$ cat src/gpio_map.svh
// Summary of operation
// - Bus-silence flag, status bit 3, set after bus silent beyond the silence timeout.
// - Status bit 2 reads 1 while the bus is clamped dominant.
// - Status bit 1 reads 1 while the second transmit input is clamped dominant.
// - Status bit 0 reads 1 while the primary transmit input is clamped dominant.
// - Pin 1 polarity is ignored while pin 1 is a second receive output.
// - Pin level status: pin 2 in bit 1, pin 1 in bit 0, 1 is high.
// - Drive configuration in bits 7:5, reset 011; codes 101 to 111 reserved.
// - Function code zero, the reset value, runs the pin as a repeater.
// - Code 0x02 drives a digital output equal to the polarity bit.
// - Code 0x03: a high pin disables the transmitter.
// - Code 0x04: interrupt output, active low at polarity 0, active high at 1.
// - Code 0x06: bus data goes to the pin and the primary receive output.
// - Code 0x08: bus data goes only to the pin.
// - Codes 0x09 to 0x12 output internal status signals in the listed order.
// - Code 0x0B shows second-transmit clamp only when pin 2 is second transmit.
// - Bus biasing status at default polarity drives the pin high while biasing.
// - Codes 0x13 and 0x14 qualify rising or falling edges for wake-up.
// - Status outputs are active high at polarity 0, active low at 1.
// - Code 0x15 qualifies both edges, 0x16 drives inhibit; 0x17 to 0x1F reserved.
`ifndef GPIO_MAP_SVH
`define GPIO_MAP_SVH

`define REG_PIN1_CFG 8'h42
`define REG_POLARITY 8'h45
`define REG_WAKE_EN 8'hF0
`define REG_FAULT 8'h72
`define REG_LEVEL 8'h74

`define CFG_RESET 8'h60
`define POL_RESET 2'h0
`define CFG_DRIVE_MSB 7
`define CFG_DRIVE_LSB 5
`define CFG_FUNC_MSB 4
`define CFG_FUNC_LSB 0

`define DRV_PUSH_PULL 3'h0
`define DRV_OD_HIGH 3'h1
`define DRV_HIGH_PD 3'h2
`define DRV_OD_LOW 3'h3
`define DRV_LOW_PU 3'h4
`define DRV_REPEATER 3'h3
`define DRV_FLOAT 3'h0

`define FN_REPEATER 5'h00
`define FN_DIG_OUT 5'h02
`define FN_TX_DISABLE 5'h03
`define FN_INT 5'h04
`define FN_RX2_BOTH 5'h06
`define FN_RX2_ONLY 5'h08
`define FN_UNDERVOLT 5'h09
`define FN_TX_CLAMP 5'h0A
`define FN_TX2_CLAMP 5'h0B
`define FN_WAKE_PAT 5'h0C
`define FN_WAKE_FRAME 5'h0D
`define FN_BIASING 5'h0E
`define FN_WAKE_RISE 5'h0F
`define FN_WAKE_FALL 5'h10
`define FN_READY_TX 5'h11
`define FN_LISTEN 5'h12
`define FN_EDGE_RISE 5'h13
`define FN_EDGE_FALL 5'h14
`define FN_EDGE_BOTH 5'h15
`define FN_INHIBIT 5'h16

`define CLK_FREQ_MHZ 50
`define SILENCE_TIMEOUT_US 1000
`define DOMINANT_TIMEOUT_US 1000

`endif

$ cat src/gpio_function_mux_end.sv
`timescale 1ns/10ps
`default_nettype none
`default_nettype wire

$ cat src/gpio_pkg.sv
`default_nettype none
package gpio_pkg;
    // how the output stage treats the pin for a given drive configuration
    typedef enum logic [1:0] {
        DRIVE_NONE,
        DRIVE_ALWAYS,
        DRIVE_HIGH_ONLY,
        DRIVE_LOW_ONLY
    } drive_kind_t;
endpackage
`default_nettype wire

$ cat src/gpio_function_mux.sv
`timescale 1ns/10ps
`default_nettype none
`include "gpio_map.svh"
module gpio_function_mux #(
    parameter int SILENCE_TIMEOUT_US = `SILENCE_TIMEOUT_US,
    parameter int DOMINANT_TIMEOUT_US = `DOMINANT_TIMEOUT_US,
    parameter int CNT_W = 24
) (
    input wire logic clock_i,
    input wire logic rst_i,
    // register port
    input wire logic [7:0] reg_addr_i,
    input wire logic [7:0] reg_wdata_i,
    input wire logic reg_wr_i,
    input wire logic reg_rd_i,
    output logic [7:0] reg_rdata_o,
    // pins and analog-side levels, asynchronous
    input wire logic pin1_in_i,
    input wire logic pin2_in_i,
    input wire logic bus_rx_i,
    input wire logic primary_tx_i,
    output logic pin1_out_o,
    output logic pin1_oe_n_o,
    output logic [2:0] pin1_drive_config_o,
    // internal status from neighbouring logic, same clock
    input wire logic pin2_second_tx_i,
    input wire logic interrupt_i,
    input wire logic supply_undervoltage_flag_i,
    input wire logic wake_pattern_i,
    input wire logic wake_frame_i,
    input wire logic bus_biasing_i,
    input wire logic wake_pin_rise_i,
    input wire logic wake_pin_fall_i,
    input wire logic ready_to_transmit_i,
    input wire logic listen_only_i,
    input wire logic auxiliary_inhibit_i,
    // results
    output logic primary_rx_o,
    output logic transmitter_disable_o,
    output logic wake_event_o,
    output logic pin2_polarity_o
);
    localparam int SILENCE_CYCLES = SILENCE_TIMEOUT_US * `CLK_FREQ_MHZ;
    localparam int DOMINANT_CYCLES = DOMINANT_TIMEOUT_US * `CLK_FREQ_MHZ;
    localparam logic [CNT_W-1:0] SILENCE_LIMIT = CNT_W'((SILENCE_CYCLES < 1) ? 1 : SILENCE_CYCLES);
    localparam logic [CNT_W-1:0] DOMINANT_LIMIT = CNT_W'((DOMINANT_CYCLES < 1) ? 1 : DOMINANT_CYCLES);

    logic [7:0] cfg_q;
    logic [1:0] pol_q;
    logic wake_en_q;
    logic [3:0] fault_q;
    logic [3:0] sync_lvl;
    logic pin1_lvl;
    logic pin2_lvl;
    logic bus_rx_lvl;
    logic tx_lvl;
    logic pin1_prev_q;
    logic [4:0] func;
    logic [2:0] drive;
    logic drive_valid;
    logic pin1_pol;
    logic rise;
    logic fall;
    logic src_on;
    logic stat_sel;
    logic stat;
    logic level;
    logic repeat_mode;
    gpio_pkg::drive_kind_t kind;
    logic out_d;
    logic oe_n_d;
    logic [2:0] drv_cfg_d;
    logic [7:0] rdata_d;

    // every outside level passes the three-stage synchroniser before use;
    // bus and transmit lines idle high, so they pass inverted and read recessive while the stages reset
    pin_sync #(
        .W(4)
    ) u_sync (
        .clock_i(clock_i),
        .rst_i(rst_i),
        .async_i({~primary_tx_i, ~bus_rx_i, pin2_in_i, pin1_in_i}),
        .level_o(sync_lvl)
    );

    assign pin1_lvl = sync_lvl[0];
    assign pin2_lvl = sync_lvl[1];
    assign bus_rx_lvl = ~sync_lvl[2];
    assign tx_lvl = ~sync_lvl[3];

    assign func = cfg_q[`CFG_FUNC_MSB:`CFG_FUNC_LSB];
    assign drive = cfg_q[`CFG_DRIVE_MSB:`CFG_DRIVE_LSB];
    // codes above the low-side driver are reserved
    assign drive_valid = (drive <= `DRV_LOW_PU);
    assign pin1_pol = pol_q[0];

    // configuration registers; the polarity register keeps only its two live bits
    always_ff @(posedge clock_i) begin
        if (rst_i) begin
            cfg_q <= `CFG_RESET;
            pol_q <= `POL_RESET;
            wake_en_q <= 1'b0;
        end else if (reg_wr_i) begin
            if (reg_addr_i == `REG_PIN1_CFG) begin
                cfg_q <= reg_wdata_i;
            end else if (reg_addr_i == `REG_POLARITY) begin
                pol_q <= reg_wdata_i[1:0];
            end else if (reg_addr_i == `REG_WAKE_EN) begin
                wake_en_q <= reg_wdata_i[0];
            end
        end
    end

    // level timers: bit 3 watches for recessive silence, the rest for a dominant clamp
    genvar ch;
    generate
        for (ch = 0; ch < 4; ch++) begin : g_timer
            logic [CNT_W-1:0] cnt_q;
            logic watched;
            logic armed;
            logic [CNT_W-1:0] limit;
            if (ch == 3) begin : g_silence
                assign watched = bus_rx_lvl;
                assign armed = 1'b1;
                assign limit = SILENCE_LIMIT;
            end else if (ch == 2) begin : g_bus
                assign watched = ~bus_rx_lvl;
                assign armed = 1'b1;
                assign limit = DOMINANT_LIMIT;
            end else if (ch == 1) begin : g_tx2
                // the second transmit input only exists while pin 2 serves as one
                assign watched = ~pin2_lvl;
                assign armed = pin2_second_tx_i;
                assign limit = DOMINANT_LIMIT;
            end else begin : g_tx
                assign watched = ~tx_lvl;
                assign armed = 1'b1;
                assign limit = DOMINANT_LIMIT;
            end
            // counter saturates, so the flag holds for as long as the condition lasts
            always_ff @(posedge clock_i) begin
                if (rst_i) begin
                    cnt_q <= '0;
                    fault_q[ch] <= 1'b0;
                end else if (!(watched && armed)) begin
                    cnt_q <= '0;
                    fault_q[ch] <= 1'b0;
                end else if (cnt_q < limit) begin
                    cnt_q <= cnt_q + CNT_W'(1);
                    fault_q[ch] <= 1'b0;
                end else begin
                    fault_q[ch] <= 1'b1;
                end
            end
        end
    endgenerate

    // edge detection on the synchronised pin level
    always_ff @(posedge clock_i) begin
        if (rst_i) begin
            pin1_prev_q <= 1'b0;
        end else begin
            pin1_prev_q <= pin1_lvl;
        end
    end

    assign rise = pin1_lvl & ~pin1_prev_q;
    assign fall = ~pin1_lvl & pin1_prev_q;

    // picks the internal status routed to the pin; unlisted codes route nothing
    always_comb begin
        stat_sel = 1'b1;
        stat = 1'b0;
        case (func)
            `FN_UNDERVOLT: begin
                stat = supply_undervoltage_flag_i;
            end
            `FN_TX_CLAMP: begin
                stat = fault_q[0];
            end
            `FN_TX2_CLAMP: begin
                stat_sel = pin2_second_tx_i;
                stat = fault_q[1];
            end
            `FN_WAKE_PAT: begin
                stat = wake_pattern_i;
            end
            `FN_WAKE_FRAME: begin
                stat = wake_frame_i;
            end
            `FN_BIASING: begin
                stat = bus_biasing_i;
            end
            `FN_WAKE_RISE: begin
                stat = wake_pin_rise_i;
            end
            `FN_WAKE_FALL: begin
                stat = wake_pin_fall_i;
            end
            `FN_READY_TX: begin
                stat = ready_to_transmit_i;
            end
            `FN_LISTEN: begin
                stat = listen_only_i;
            end
            `FN_INHIBIT: begin
                stat = auxiliary_inhibit_i;
            end
            default: begin
                stat_sel = 1'b0;
            end
        endcase
    end

    // function select: decides whether the pin is driven and at what level
    always_comb begin
        src_on = 1'b0;
        level = 1'b0;
        repeat_mode = 1'b0;
        case (func)
            `FN_REPEATER: begin
                repeat_mode = 1'b1;
            end
            `FN_DIG_OUT: begin
                src_on = 1'b1;
                level = pin1_pol;
            end
            `FN_INT: begin
                src_on = 1'b1;
                level = ~interrupt_i ^ pin1_pol;
            end
            `FN_RX2_BOTH, `FN_RX2_ONLY: begin
                // polarity has no effect on the receive copy
                src_on = 1'b1;
                level = bus_rx_lvl;
            end
            default: begin
                src_on = stat_sel;
                level = stat ^ pin1_pol;
            end
        endcase
        // a reserved drive code keeps the pin quiet in every function but the repeater
        if (!drive_valid) begin
            src_on = 1'b0;
        end
    end

    // output stage style from the drive field; open-drain styles drive one level only
    always_comb begin
        case (drive)
            `DRV_PUSH_PULL: kind = gpio_pkg::DRIVE_ALWAYS;
            `DRV_OD_HIGH, `DRV_HIGH_PD: kind = gpio_pkg::DRIVE_HIGH_ONLY;
            `DRV_OD_LOW, `DRV_LOW_PU: kind = gpio_pkg::DRIVE_LOW_ONLY;
            default: kind = gpio_pkg::DRIVE_NONE;
        endcase
    end

    // pin drive for the next cycle
    always_comb begin
        oe_n_d = 1'b1;
        out_d = 1'b0;
        drv_cfg_d = drive_valid ? drive : `DRV_FLOAT;
        if (repeat_mode) begin
            // repeater ignores the drive field and only keeps the present level
            out_d = pin1_lvl;
            drv_cfg_d = `DRV_REPEATER;
        end else if (src_on) begin
            out_d = level;
            case (kind)
                gpio_pkg::DRIVE_ALWAYS: oe_n_d = 1'b0;
                gpio_pkg::DRIVE_HIGH_ONLY: oe_n_d = ~level;
                gpio_pkg::DRIVE_LOW_ONLY: oe_n_d = level;
                default: oe_n_d = 1'b1;
            endcase
        end
    end

    // registered pin outputs
    always_ff @(posedge clock_i) begin
        if (rst_i) begin
            pin1_out_o <= 1'b0;
            pin1_oe_n_o <= 1'b1;
            pin1_drive_config_o <= `DRV_REPEATER;
        end else begin
            pin1_out_o <= out_d;
            pin1_oe_n_o <= oe_n_d;
            pin1_drive_config_o <= drv_cfg_d;
        end
    end

    // receive path and transmitter disable
    always_ff @(posedge clock_i) begin
        if (rst_i) begin
            primary_rx_o <= 1'b1;
            transmitter_disable_o <= 1'b0;
        end else begin
            // only the second-receive-only mode withholds data from the primary output
            primary_rx_o <= (func == `FN_RX2_ONLY && drive_valid) ? 1'b1 : bus_rx_lvl;
            transmitter_disable_o <= (func == `FN_TX_DISABLE) && drive_valid && pin1_lvl;
        end
    end

    // wake-up edge qualification, one pulse per qualifying edge
    always_ff @(posedge clock_i) begin
        if (rst_i) begin
            wake_event_o <= 1'b0;
        end else if (!wake_en_q || !drive_valid) begin
            wake_event_o <= 1'b0;
        end else if (func == `FN_EDGE_RISE) begin
            wake_event_o <= rise;
        end else if (func == `FN_EDGE_FALL) begin
            wake_event_o <= fall;
        end else if (func == `FN_EDGE_BOTH) begin
            wake_event_o <= rise | fall;
        end else begin
            wake_event_o <= 1'b0;
        end
    end

    // pin 2 polarity is handed to the pin 2 logic outside this block
    always_ff @(posedge clock_i) begin
        if (rst_i) begin
            pin2_polarity_o <= 1'b0;
        end else begin
            pin2_polarity_o <= pol_q[1];
        end
    end

    // read mux; reserved bits read zero, unmapped addresses read zero
    always_comb begin
        rdata_d = 8'h00;
        if (reg_addr_i == `REG_PIN1_CFG) begin
            rdata_d = cfg_q;
        end else if (reg_addr_i == `REG_POLARITY) begin
            rdata_d = {6'h00, pol_q};
        end else if (reg_addr_i == `REG_WAKE_EN) begin
            rdata_d = {7'h00, wake_en_q};
        end else if (reg_addr_i == `REG_FAULT) begin
            rdata_d = {ready_to_transmit_i, 3'h0, fault_q};
        end else if (reg_addr_i == `REG_LEVEL) begin
            rdata_d = {6'h00, pin2_lvl, pin1_lvl};
        end
    end

    // read data stands for exactly the cycle after the strobe
    always_ff @(posedge clock_i) begin
        if (rst_i) begin
            reg_rdata_o <= 8'h00;
        end else if (reg_rd_i) begin
            reg_rdata_o <= rdata_d;
        end else begin
            reg_rdata_o <= 8'h00;
        end
    end
endmodule
`default_nettype wire

$ cat src/pin_sync.sv
`timescale 1ns/10ps
`default_nettype none
module pin_sync #(
    parameter int W = 1
) (
    input wire logic clock_i,
    input wire logic rst_i,
    input wire logic [W-1:0] async_i,
    output logic [W-1:0] level_o
);
    genvar i;
    generate
        for (i = 0; i < W; i++) begin : g_bit
            logic s1_q;
            logic s2_q;
            logic s3_q;
            logic lvl_q;
            // first stage feeds only the second; the level moves once stages two and three agree
            always_ff @(posedge clock_i) begin
                if (rst_i) begin
                    s1_q <= 1'b0;
                    s2_q <= 1'b0;
                    s3_q <= 1'b0;
                    lvl_q <= 1'b0;
                end else begin
                    s1_q <= async_i[i];
                    s2_q <= s1_q;
                    s3_q <= s2_q;
                    if (s2_q == s3_q) begin
                        lvl_q <= s3_q;
                    end
                end
            end
            assign level_o[i] = lvl_q;
        end
    endgenerate
endmodule
`default_nettype wire

$ cat config.mk
export PLATFORM = sky130hd
export DESIGN_NAME = gpio_function_mux
export DESIGN_NICKNAME = d
export VERILOG_FILES = /design/src/gpio_function_mux_end.sv /design/src/gpio_pkg.sv /design/src/gpio_function_mux.sv /design/src/pin_sync.sv
export VERILOG_INCLUDE_DIRS = /design/src
export SDC_FILE = /design/constraint.sdc
export NUM_CORES = 1
export LEC_CHECK = 0
export ABC_CLOCK_PERIOD_IN_PS = 1950
export BUFFER_PORTS_ARGS = -buffer_cell sky130_fd_sc_hd__buf_2
export CAP_MARGIN = 20
export CORE_MARGIN = 2
export CORE_UTILIZATION = 61
export CTS_BUF_LIST = sky130_fd_sc_hd__clkbuf_2
export DETAILED_ROUTE_END_ITERATION = 10
export HOLD_SLACK_MARGIN = 0.08
export PLACE_DENSITY = 0.81
export SYNTH_ARGS = -nofsm -noshare
export SYNTH_HDL_FRONTEND = slang
export SYNTH_HIERARCHICAL = 1
export SYNTH_SLANG_ARGS = --single-unit
$ cat constraint.sdc
create_clock -name clock_i -period 1.95 [get_ports clock_i]
set_input_delay 0.0975 -clock clock_i [delete_from_list [all_inputs] [get_ports clock_i]]
set_output_delay 0.0975 -clock clock_i [all_outputs]
set_load 0.01 [all_outputs]
==> flow_summary.ini, run 1 <==
[clock_tree]
cts.sinks = 145
numCtsBuffers = 17
cts_tree = yes
cts_max_level = 4
cts_buffer_depth = 2
clkTransAtPathRegs_ns = 0.19
clock_latency_ns = 0.69
clockRootBuffer = clkbuf_2

[floorplanning]
die_h_um = 102
die_area_um2 = 10500
row_count = 35
die_x_um = 102
core_area_um2 = 9330
start_util = 0.632
pin_count = 52

[critical_path]
path_class = reg -> reg
worstPathRequired_ns = 2.53
critPathMaxFanout = 11
r2r_end = pin1_oe_n_o
end_kind = flip-flop
arrival_ns = 2.51
reg2reg_from = cfg_q[2]
rrSetupSlack_ns = 0.02
rr_worst_depth = 8
path_cells = buf_4 > mux2i_1 > nand3_1 > nand4b_1 > o22ai_2 > mux2i_4 > nor4b_4 > nor3_1
slowest_stage = dfxtp_2
cp-start-kind = flip-flop
max_stage_delay_ns = 0.37

[synthesis]
async_flop_share = 0
synth_fp_nets = 684
synthCells = 643
synth_warnings = 6
synth.avg_cell_area_um2 = 9.16
synth.distinct_cells = 60
synth_seq_cells = 145
ys_seq_area_frac = 0.493
synth_flop_cell = dfxtp_1
synth_area_leaders = dfxtp_1, nor2_1, xor2_1
synth-edff-count = 0
synth_common_cells = dfxtp_1, nor2_1, nand2_1, nand3_1, xor2_1
synth_top_area_cell = dfxtp_1
yosysMostFrequentCell = dfxtp_1
synthesis.area_um2 = 5890
yosysTopAreaCellShare = 0.493

[detailed_routing]
antenna_left = 0
firstDrtPassIters = 7
drc = 0
via_per_inst = 5.64
drt-total-wl_um = 13600
drt_iter0_drc = 225
vias = 5045
detail_route.wl_per_cell_um = 15.2

[grt]
overflow = 0
grt_use_total = 0.264
grt_pass1_vias = 5010
grt_max_degree = 22
grt_pass1_wl_um = 21900
antenna_found_initial = 0

[place]
hpwl_um = 8560
io_buffers = 51
gp_congestion = 0.952

[power]
switching_power_mw = 1.14
powerDensity_nw_per_um2 = 701
intPower_mw = 3.88
p_comb_frac = 0.036
p_seq_frac = 0.597
power_leakage_nw = 2.85
pwr-share-clk = 0.367
peakVddDrop_mv = 0.826
swShare = 0.227

[layout]
finalNetCount = 795
drive_gt1_frac = 0.175
multiInputGateArea_um2 = 2920
area_growth_pct = 21.6
final.fill_count = 596
regArea_um2 = 2910
n_antenna_cell = 0

[run]
maxCapViolCount = 0

[hold_path]
hold_path.class = in -> reg
hold_depth = 5
min_to = pin1_out_o
hp-start = wake_pattern_i

[sta]
period_share = 0.989
fmax_mhz = 519
tns_ns = 0
whs_ns = 0.119
fin_crit_ns = 1.93
worstMarginPinSlew_ns = 0.630
rsz0062_at_grt = yes
setup_viol = 0
slew_headroom = 0.580
clock_skew_ns = 0.0284
finalHoldViolCount = 0
final_max_slew_viol_count = 0

[outcome]
status = finished clean
-- registers in the layout, indices dropped and copies added, names as in the netlist --
register	count
g_timer.cnt_q	96
cfg_q	8
reg_rdata_o	8
fault_q	4
u_sync/g_bit.lvl_q	4
u_sync/g_bit.s1_q	4
u_sync/g_bit.s2_q	4
u_sync/g_bit.s3_q	4
pin1_drive_config_o	3
pol_q	2
pin1_oe_n_o	1
pin1_out_o	1
pin1_prev_q	1
pin2_polarity_o	1
primary_rx_o	1
transmitter_disable_o	1
wake_en_q	1
wake_event_o	1
-- how the worst max path moves through the flow --
stage	start	end	slack, ns	cells past startpoint
floorplan	cfg_q[1]	pin1_oe_n_o	0.22	7
global placement	cfg_q[1]	pin1_oe_n_o	0.14	7
detailed placement	cfg_q[1]	pin1_oe_n_o	0.02	7
CTS	cfg_q[1]	pin1_oe_n_o	0.007	7
global route	cfg_q[2]	pin1_oe_n_o	-0.08	8
finish	cfg_q[2]	pin1_oe_n_o	0.02	8
-- layout by cell type (no fill, tap or decap), types with 6 or more instances in the layout --
master	synthesis	layout
buf_4	4	19
dlygate4sd3_1	0	47
o21ai_0	15	15
and2_1	28	28
and3_1	27	27
nor3_1	8	8
nor4_1	14	12
nand2_1	62	62
a21oi_1	23	21
buf_2	4	50
clkbuf_2	0	17
and2b_2	6	6
inv_1	9	9
dfxtp_1	145	141
nor2_1	88	88
nor2b_1	7	7
xor2_1	35	35
mux2i_1	8	6
nand4_1	9	9
nand3_1	39	39
ha_1	6	6
xnor2_1	15	15
-- per-layer routing --
layer / wire length (µm) / global-route usage / vias to the layer above
li1: - / - / 2445
met1: 5660 / 0.303 / 2378
met2: 6810 / 0.465 / 177
met3: 710 / 0.0684 / 45
met4: 399 / 0.114 / 0
met5: 0 / 0 / -
-- logic make-up after synthesis --
| logic type | share of synthesized area |
|---|---|
| compound gates | 0.0788 |
| xor+xnor | 0.0743 |
| fa+ha+maj | 0.0127 |
| buf+inv | 0.0282 |
| flops | 0.493 |
| mux | 0.0155 |
| simple gates | 0.298 |
-- final cells by class --
class | instances | area share
clock buffers | 17 | 0.0119
flip-flops and latches | 145 | 0.406
inverters | 9 | 0.00472
well taps | 129 | 0.0225
multi-input cells | 463 | 0.407
clock inverters | 14 | 0.0239
repair buffers | 118 | 0.123
-- metrics by stage --
stage	util	power (mW)	worst slack, ns	std cells	area, µm²
finish	0.768	5.02	0.0216	895	7160
global route	0.768	5.19	-0.0753	895	7160
global placement	0.675	3.18	0.140	813	6300
detailed placement	0.675	3.19	0.0250	813	6300
CTS	0.755	5.03	0.00657	893	7040
floorplan	-	3.12	0.216	643	5890
-- timing repair --
action                                 in CTS  in global routing
endpoints found under the hold margin      58                  0
hold buffers                               49                  0
resized for setup                           0                 24
setup buffers                               0                  4
setup endpoints to repair                   0                 27
-- worst max-delay path: cells and delay by family, from the launching register on --
| kind | cells | cell delay, ns |
|---|---|---|
| mux | 2 | 0.47 |
| buf+inv | 1 | 0.17 |
| flops | 1 | 0.37 |
| compound gates | 1 | 0.23 |
| simple gates | 4 | 0.61 |
-- power by group through the flow --
stage | Clock [mW] | Sequential (mW) | Combinational (mW)
global placement | 0 | 3.06 | 0.124
CTS | 1.86 | 3.00 | 0.168
floorplan | 0 | 3.05 | 0.0687
global route | 1.99 | 3.00 | 0.193
detailed placement | 0 | 3.06 | 0.129
finish | 1.84 | 3.00 | 0.180
Power figures use the tool's default switching activity.
==> run 2: changes to the inputs <==
- ABC_CLOCK_PERIOD_IN_PS: 1950 -> 2060
- CAP_MARGIN: 20 -> 5
- clock period: 1.95 -> 2.06 ns (I/O delays scaled with it)
==> run 2 against run 1 <==
Against the previous run:
- the flow now finishes with violations (setup timing)
- critical path depth rose by 2
- sequential share of layout area rose by 0.078 points
- global-route usage rose by 0.57 points
- final cell count rose by 0.45%
- critical path type is now in -> reg
- largest power group unchanged
- wire length rose by 2.0%
- sequential power fell by 5%
- setup slack got worse by 0.093 ns
- clock power barely moved
- clock-buffer cell count rose by 2
- flip-flop and latch count did not move
==> flow_summary.ini, run 2 (synthesized netlist as in run 1, its figures left out) <==
[outcome]
status = finished with violations
violations = setup timing

[sta]
clock_skew_ns = 0.0341
fin_crit_ns = 2.13
worstMarginPinSlew_ns = 0.576
rsz0062_at_grt = yes
slew_headroom = 0.616
setup_viol = 3
tns_ns = -0.122
period_share = 1.03
fmax_mhz = 469
finalHoldViolCount = 0
final_max_slew_viol_count = 0
setup_slack_ns = -0.0712

[detailed_routing]
drt-total-wl_um = 13800
drc = 0
antenna_left = 0
firstDrtPassIters = 5
detail_route.wl_per_cell_um = 15.4
vias = 5090
drt_iter0_drc = 300
via_per_inst = 5.66

[layout]
area_growth_pct = 21.3
finalNetCount = 797
final_util = 0.766
layout_common_cells = dfxtp_1, nor2_1, nand2_1, dlygate4sd3_1, buf_2
regMostFlops = g_timer.cnt_q
layout_commonest_cell = dfxtp_1
regArea_um2 = 2910
multiInputGateArea_um2 = 2850
reg_top3 = g_timer.cnt_q: 96 flops, cfg_q: 8 flops, reg_rdata_o: 8 flops
final.fill_count = 603
largest_reg_flops = 96
drive_gt1_frac = 0.176

[power]
peakVddDrop_mv = 0.453
powerDensity_nw_per_um2 = 680
swShare = 0.232
power_leakage_nw = 2.87
pwr-share-clk = 0.380
intPower_mw = 3.73
p_seq_frac = 0.585
switching_power_mw = 1.13
p_comb_frac = 0.036

[critical_path]
crit_top_cell = dlygate4sd3_1
worstPathRequired_ns = 2.70
critPathMaxFanout = 3
max_stage_delay_ns = 0.58
end_kind = flip-flop
arrival_ns = 2.77
cp-start-kind = primary input
crit_family = buffers and inverters
path_class = in -> reg
critical_path_buf_inv_count = 4
path_cells = dlygate4sd3_1 > buf_2 > nor2_1 > nand3_1 > nor2_2 > nand3b_1 > dlygate4sd3_1 > mux2i_1 > nor2_1 > dlygate4sd3_1
slowest_stage = dlygate4sd3_1

[clock_tree]
cts.sinks = 145
cts_max_level = 4
clock_latency_ns = 0.72
cts_tree = yes
clockRootBuffer = clkbuf_2
numCtsBuffers = 17
clkTransAtPathRegs_ns = 0.21
cts_buffer_depth = 2

[place]
hpwl_um = 8320
gp_congestion = 0.937
io_buffers = 51
place_ws_ns = 0.0215

[grt]
met2_usage = 0.464
met3_usage = 0.0691
use_met1 = 0.302
antenna_found_initial = 1
grt_pass1_vias = 4886
grt_max_degree = 26
top_usage_layer = met2
grt_use_total = 0.270
overflow = 0
grt_pass1_wl_um = 22000

[hold_path]
hold_path.class = in -> reg

[floorplanning]
pin_count = 52
core_area_um2 = 9330
row_count = 35
die_area_um2 = 10500
die_x_um = 102
start_util = 0.632
die_h_um = 102

[run]
maxCapViolCount = 0
## run 2: tightest hold or removal path, stage by stage
cell and delay (ns):
buf_2 0.10, nor4b_2 0.06, and4b_1 0.21, buf_6 0.14
a22oi_1 0.22, nor2_1 0.06
## run 2: timing repair
action / 4_1_cts / 5_1_grt
buffers inserted: 0 / 5
hold buffers: 52 / 0
endpoints found under the hold margin: 80 / 0
endpoints found under the setup margin: 1 / 7
resized for setup: 1 / 14
pin swaps: 0 / 1
## run 2: worst paths after layout
kind                                       startpoint                   end  slack, ns  cells after the start
worst min-delay path                    reg_addr_i[5]        reg_rdata_o[2]       0.18                      6
worst max register to register  u_sync/g_bit[0].lvl_q        reg_rdata_o[0]      -0.05                      6
worst min register to register   u_sync/g_bit[1].s1_q  u_sync/g_bit[1].s2_q       0.47                      1
worst max-delay path                    reg_addr_i[1]             wake_en_q      -0.07                     10
## run 2: per-layer routing
layer	share of wire	up-vias
li1	-	2442
met1	0.41	2370
met2	0.49	215
met3	0.055	63
met4	0.046	0
met5	0	-
## run 2: cell type report
class	instances	area share
Timing Repair Buffer	120	0.127
Clock buffer	19	0.0133
Tap cell	129	0.0226
Antenna cell	1	0.000350
Multi-Input combinational cell	463	0.399
Clock inverter	13	0.0259
Inverter	9	0.00473
Sequential cell	145	0.407
## run 2: power groups by stage
stage | logic [mW] | clock network (mW) | registers, mW
final | 0.173 | 1.84 | 2.84
after global routing | 0.189 | 2.00 | 2.85
after CTS | 0.163 | 1.85 | 2.84
after detailed placement | 0.120 | 0 | 2.89
after floorplan | 0.0651 | 0 | 2.89
after global placement | 0.116 | 0 | 2.89
## run 2: stage by stage
| stage | hold slack, ns | std cells | power, mW | instance area (µm²) |
|---|---|---|---|---|
| global placement | 0.316 | 809 | 3.01 | 6270 |
| global route | 0.187 | 899 | 5.03 | 7150 |
| detailed placement | 0.335 | 809 | 3.01 | 6270 |
| floorplan | 0.231 | 643 | 2.96 | 5890 |
| CTS | 0.0887 | 893 | 4.85 | 7070 |
| finish | 0.183 | 899 | 4.86 | 7150 |
==> run 3: changes to the inputs <==
- ABC_AREA: unset -> 1
- CORE_UTILIZATION: 61 -> 62
- PLACE_DENSITY: 0.81 -> 0.82
==> run 3 against run 2 <==
Against the previous run:
- the flow still finishes with violations (setup timing)
- sequential power about the same
- wire length up 20%
- largest cell class is now multi-input combinational cells
- combinational power up 26%
- global-route usage up 2.1 points
- largest power group unchanged
- total power down 1.9%
==> flow_summary.ini, run 3 <==
[layout]
reg_top3 = g_timer.cnt_q: 96 flops, cfg_q: 8 flops, reg_rdata_o: 8 flops
drive_gt1_frac = 0.150
multiInputGateArea_um2 = 3180
final_area_um2 = 8060
fin_cells = 1197
final_util = 0.750
finalNetCount = 1084
regArea_um2 = 2900
layout_commonest_cell = nand2_1
regMostFlops = g_timer.cnt_q
final.fill_count = 817
area_growth_pct = 19.1
layout_common_cells = nand2_1, dfxtp_1, inv_1, nor2_1, a21oi_1
largest_reg_flops = 96

[grt]
grt_pass1_wl_um = 26900
grt_pass1_vias = 5934
antenna_found_initial = 0
grt_max_degree = 21
overflow = 0
grt_use_total = 0.291

[detailed_routing]
antenna_left = 0
detail_route.wl_per_cell_um = 13.9
drt-total-wl_um = 16600
vias = 6403
firstDrtPassIters = 6
drt_iter0_drc = 466
drc = 0
via_per_inst = 5.35

[synthesis]
yosysTopAreaCellShare = 0.429
synth_flop_cell = dfxtp_1
synth_area_leaders = dfxtp_1, nand2_1, inv_1
synthesis.area_um2 = 6770
synth_seq_cells = 145
synth_common_cells = nand2_1, dfxtp_1, inv_1, nor2_1, a21oi_1
synth.distinct_cells = 45
yosysMostFrequentCell = nand2_1
async_flop_share = 0
ys_seq_area_frac = 0.429
synth_warnings = 6
synth-edff-count = 0
synthCells = 919
synth_top_area_cell = dfxtp_1
synth.avg_cell_area_um2 = 7.37
synth_fp_nets = 960

[floorplanning]
die_x_um = 109
start_util = 0.630
die_h_um = 109
pin_count = 52
die_area_um2 = 11800
core_area_um2 = 10700
row_count = 38

[clock_tree]
cts.sinks = 145
numCtsBuffers = 17
cts_buffer_depth = 2
cts_max_level = 4
clkTransAtPathRegs_ns = 0.23
cts_tree = yes
clock_latency_ns = 0.74
clockRootBuffer = clkbuf_2

[critical_path]
end_kind = flip-flop
crit_top_cell = dlygate4sd3_1
r2r_end = pin1_oe_n_o
path_cells = dlygate4sd3_1 > buf_4 > inv_1 > nor3_2 > inv_2 > nor2_4 > nand2_4 > inv_2 > a21oi_1 > dlygate4sd3_1 > o21ai_0 > dlygate4sd3_1
critPathMaxFanout = 5
critical_path_buf_inv_count = 7
crit_family = buffers and inverters
arrival_ns = 2.74
cp-start-kind = primary input
reg2reg_from = cfg_q[0]
max_stage_delay_ns = 0.58
crit_path_start = reg_addr_i[1]
rrSetupSlack_ns = 0.29
slowest_stage = dlygate4sd3_1
worstPathRequired_ns = 2.74
rr_worst_depth = 10
path_class = in -> reg

[power]
pwr-share-clk = 0.358
p_seq_frac = 0.597
switching_power_mw = 1.24
swShare = 0.260
powerDensity_nw_per_um2 = 591
intPower_mw = 3.53
p_comb_frac = 0.046
power_leakage_nw = 3.11
peakVddDrop_mv = 0.503
power_mw = 4.76

[place]
io_buffers = 51
place_ws_ns = 0.394
gp_congestion = 0.950
place_area_um2 = 7060
hpwl_um = 10800
dp.cells = 1091

[sta]
fmax_mhz = 485
final_max_slew_viol_count = 0
rsz0062_at_grt = yes
fin_crit_ns = 2.06
finalHoldViolCount = 0
setup_slack_ns = -0.00379
setup_viol = 1
period_share = 1.00
clock_skew_ns = 0.0345
worstMarginPinSlew_ns = 0.605
slew_headroom = 0.596

[hold_path]
hold_path.class = in -> reg
min_to = cfg_q[4]
hp-start = reg_addr_i[5]
hold_depth = 8

[run]
maxCapViolCount = 0

[outcome]
status = finished with violations
violations = setup timing
[run 3: cell types whose count changed in the layout (fill, tap and decap cells not counted), moves of 10 or more]
| cell | change |
|---|---|
| a21oi_1 | +42 |
| and2_1 | -28 |
| and3_1 | -24 |
| inv_1 | +123 |
| nand2_1 | +105 |
| nand4_1 | +14 |
| nor2_1 | +22 |
| nor3_1 | +21 |
| nor3_2 | +10 |
| o21ai_0 | +23 |
| o21ai_1 | +12 |
| xor2_1 | -15 |
[run 3: worst max-delay path by stage]
stage / to / cells past startpoint
3_5_place_dp: pin1_oe_n_o / 10
6_report: cfg_q[6] / 12
2_1_floorplan: g_timer[2].cnt_q[12] / 7
5_1_grt: reg_rdata_o[7] / 12
4_1_cts: cfg_q[5] / 12
3_3_place_gp: pin1_out_o / 10
[run 3: cell families after synthesis]
logic type	count (synthesis)	synth area share
DFF	145	0.429
buffers and inverters	170	0.109
adders and majority gates	6	0.0111
xor gates and xnor gates	31	0.0401
AOI/OAI and AO/OA	135	0.107
and+or+nand+nor	432	0.304
[run 3: layer usage]
layer / global-route usage / wire, µm
met4: 0.120 / 471
met3: 0.0585 / 867
met5: 0 / 0
met2: 0.496 / 8070
met1: 0.359 / 7200
[run 3: area by class of cell]
type                            instances  area share
Antenna cell                            1    0.000310
Clock inverter                         14      0.0192
Inverter                              144      0.0677
Multi-Input combinational cell        605       0.395
Clock buffer                           18      0.0112
Sequential cell                       145       0.360
Timing Repair Buffer                  130       0.125
Tap cell                              140      0.0217
[run 3: repair_timing]
item / in CTS / in global routing
hold buffers: 64 / 0
setup buffers: 0 / 10
setup endpoints to repair: 0 / 8
hold endpoints to repair: 67 / 0
resized for setup: 0 / 16
[run 3: power groups by stage]
stage	combinational, mW	clock (mW)	sequential (mW)
floorplan	0.0730	0	2.89
global placement	0.131	0	2.89
detailed placement	0.133	0	2.90
CTS	0.202	1.73	2.84
global route	0.238	1.85	2.85
finish	0.218	1.70	2.84
[run 3: worst reg2reg max path: stages (launching register included)]
cell and delay, ns:
dfxtp_1 0.51, nor2_2 0.28, inv_2 0.09, nor4_2 0.22
nand2_1 0.15, nand3_1 0.11, nand2_1 0.07, nand3_2 0.08
nand2_1 0.07, nand2_1 0.06, nand3_1 0.06
[run 3: through the flow]
stage	setup TNS (ns)	hold WS [ns]
floorplan	0	0.174
global placement	0	0.305
detailed placement	0	0.322
CTS	0	0.0965
global route	-0.135	0.128
finish	-0.00379	0.151
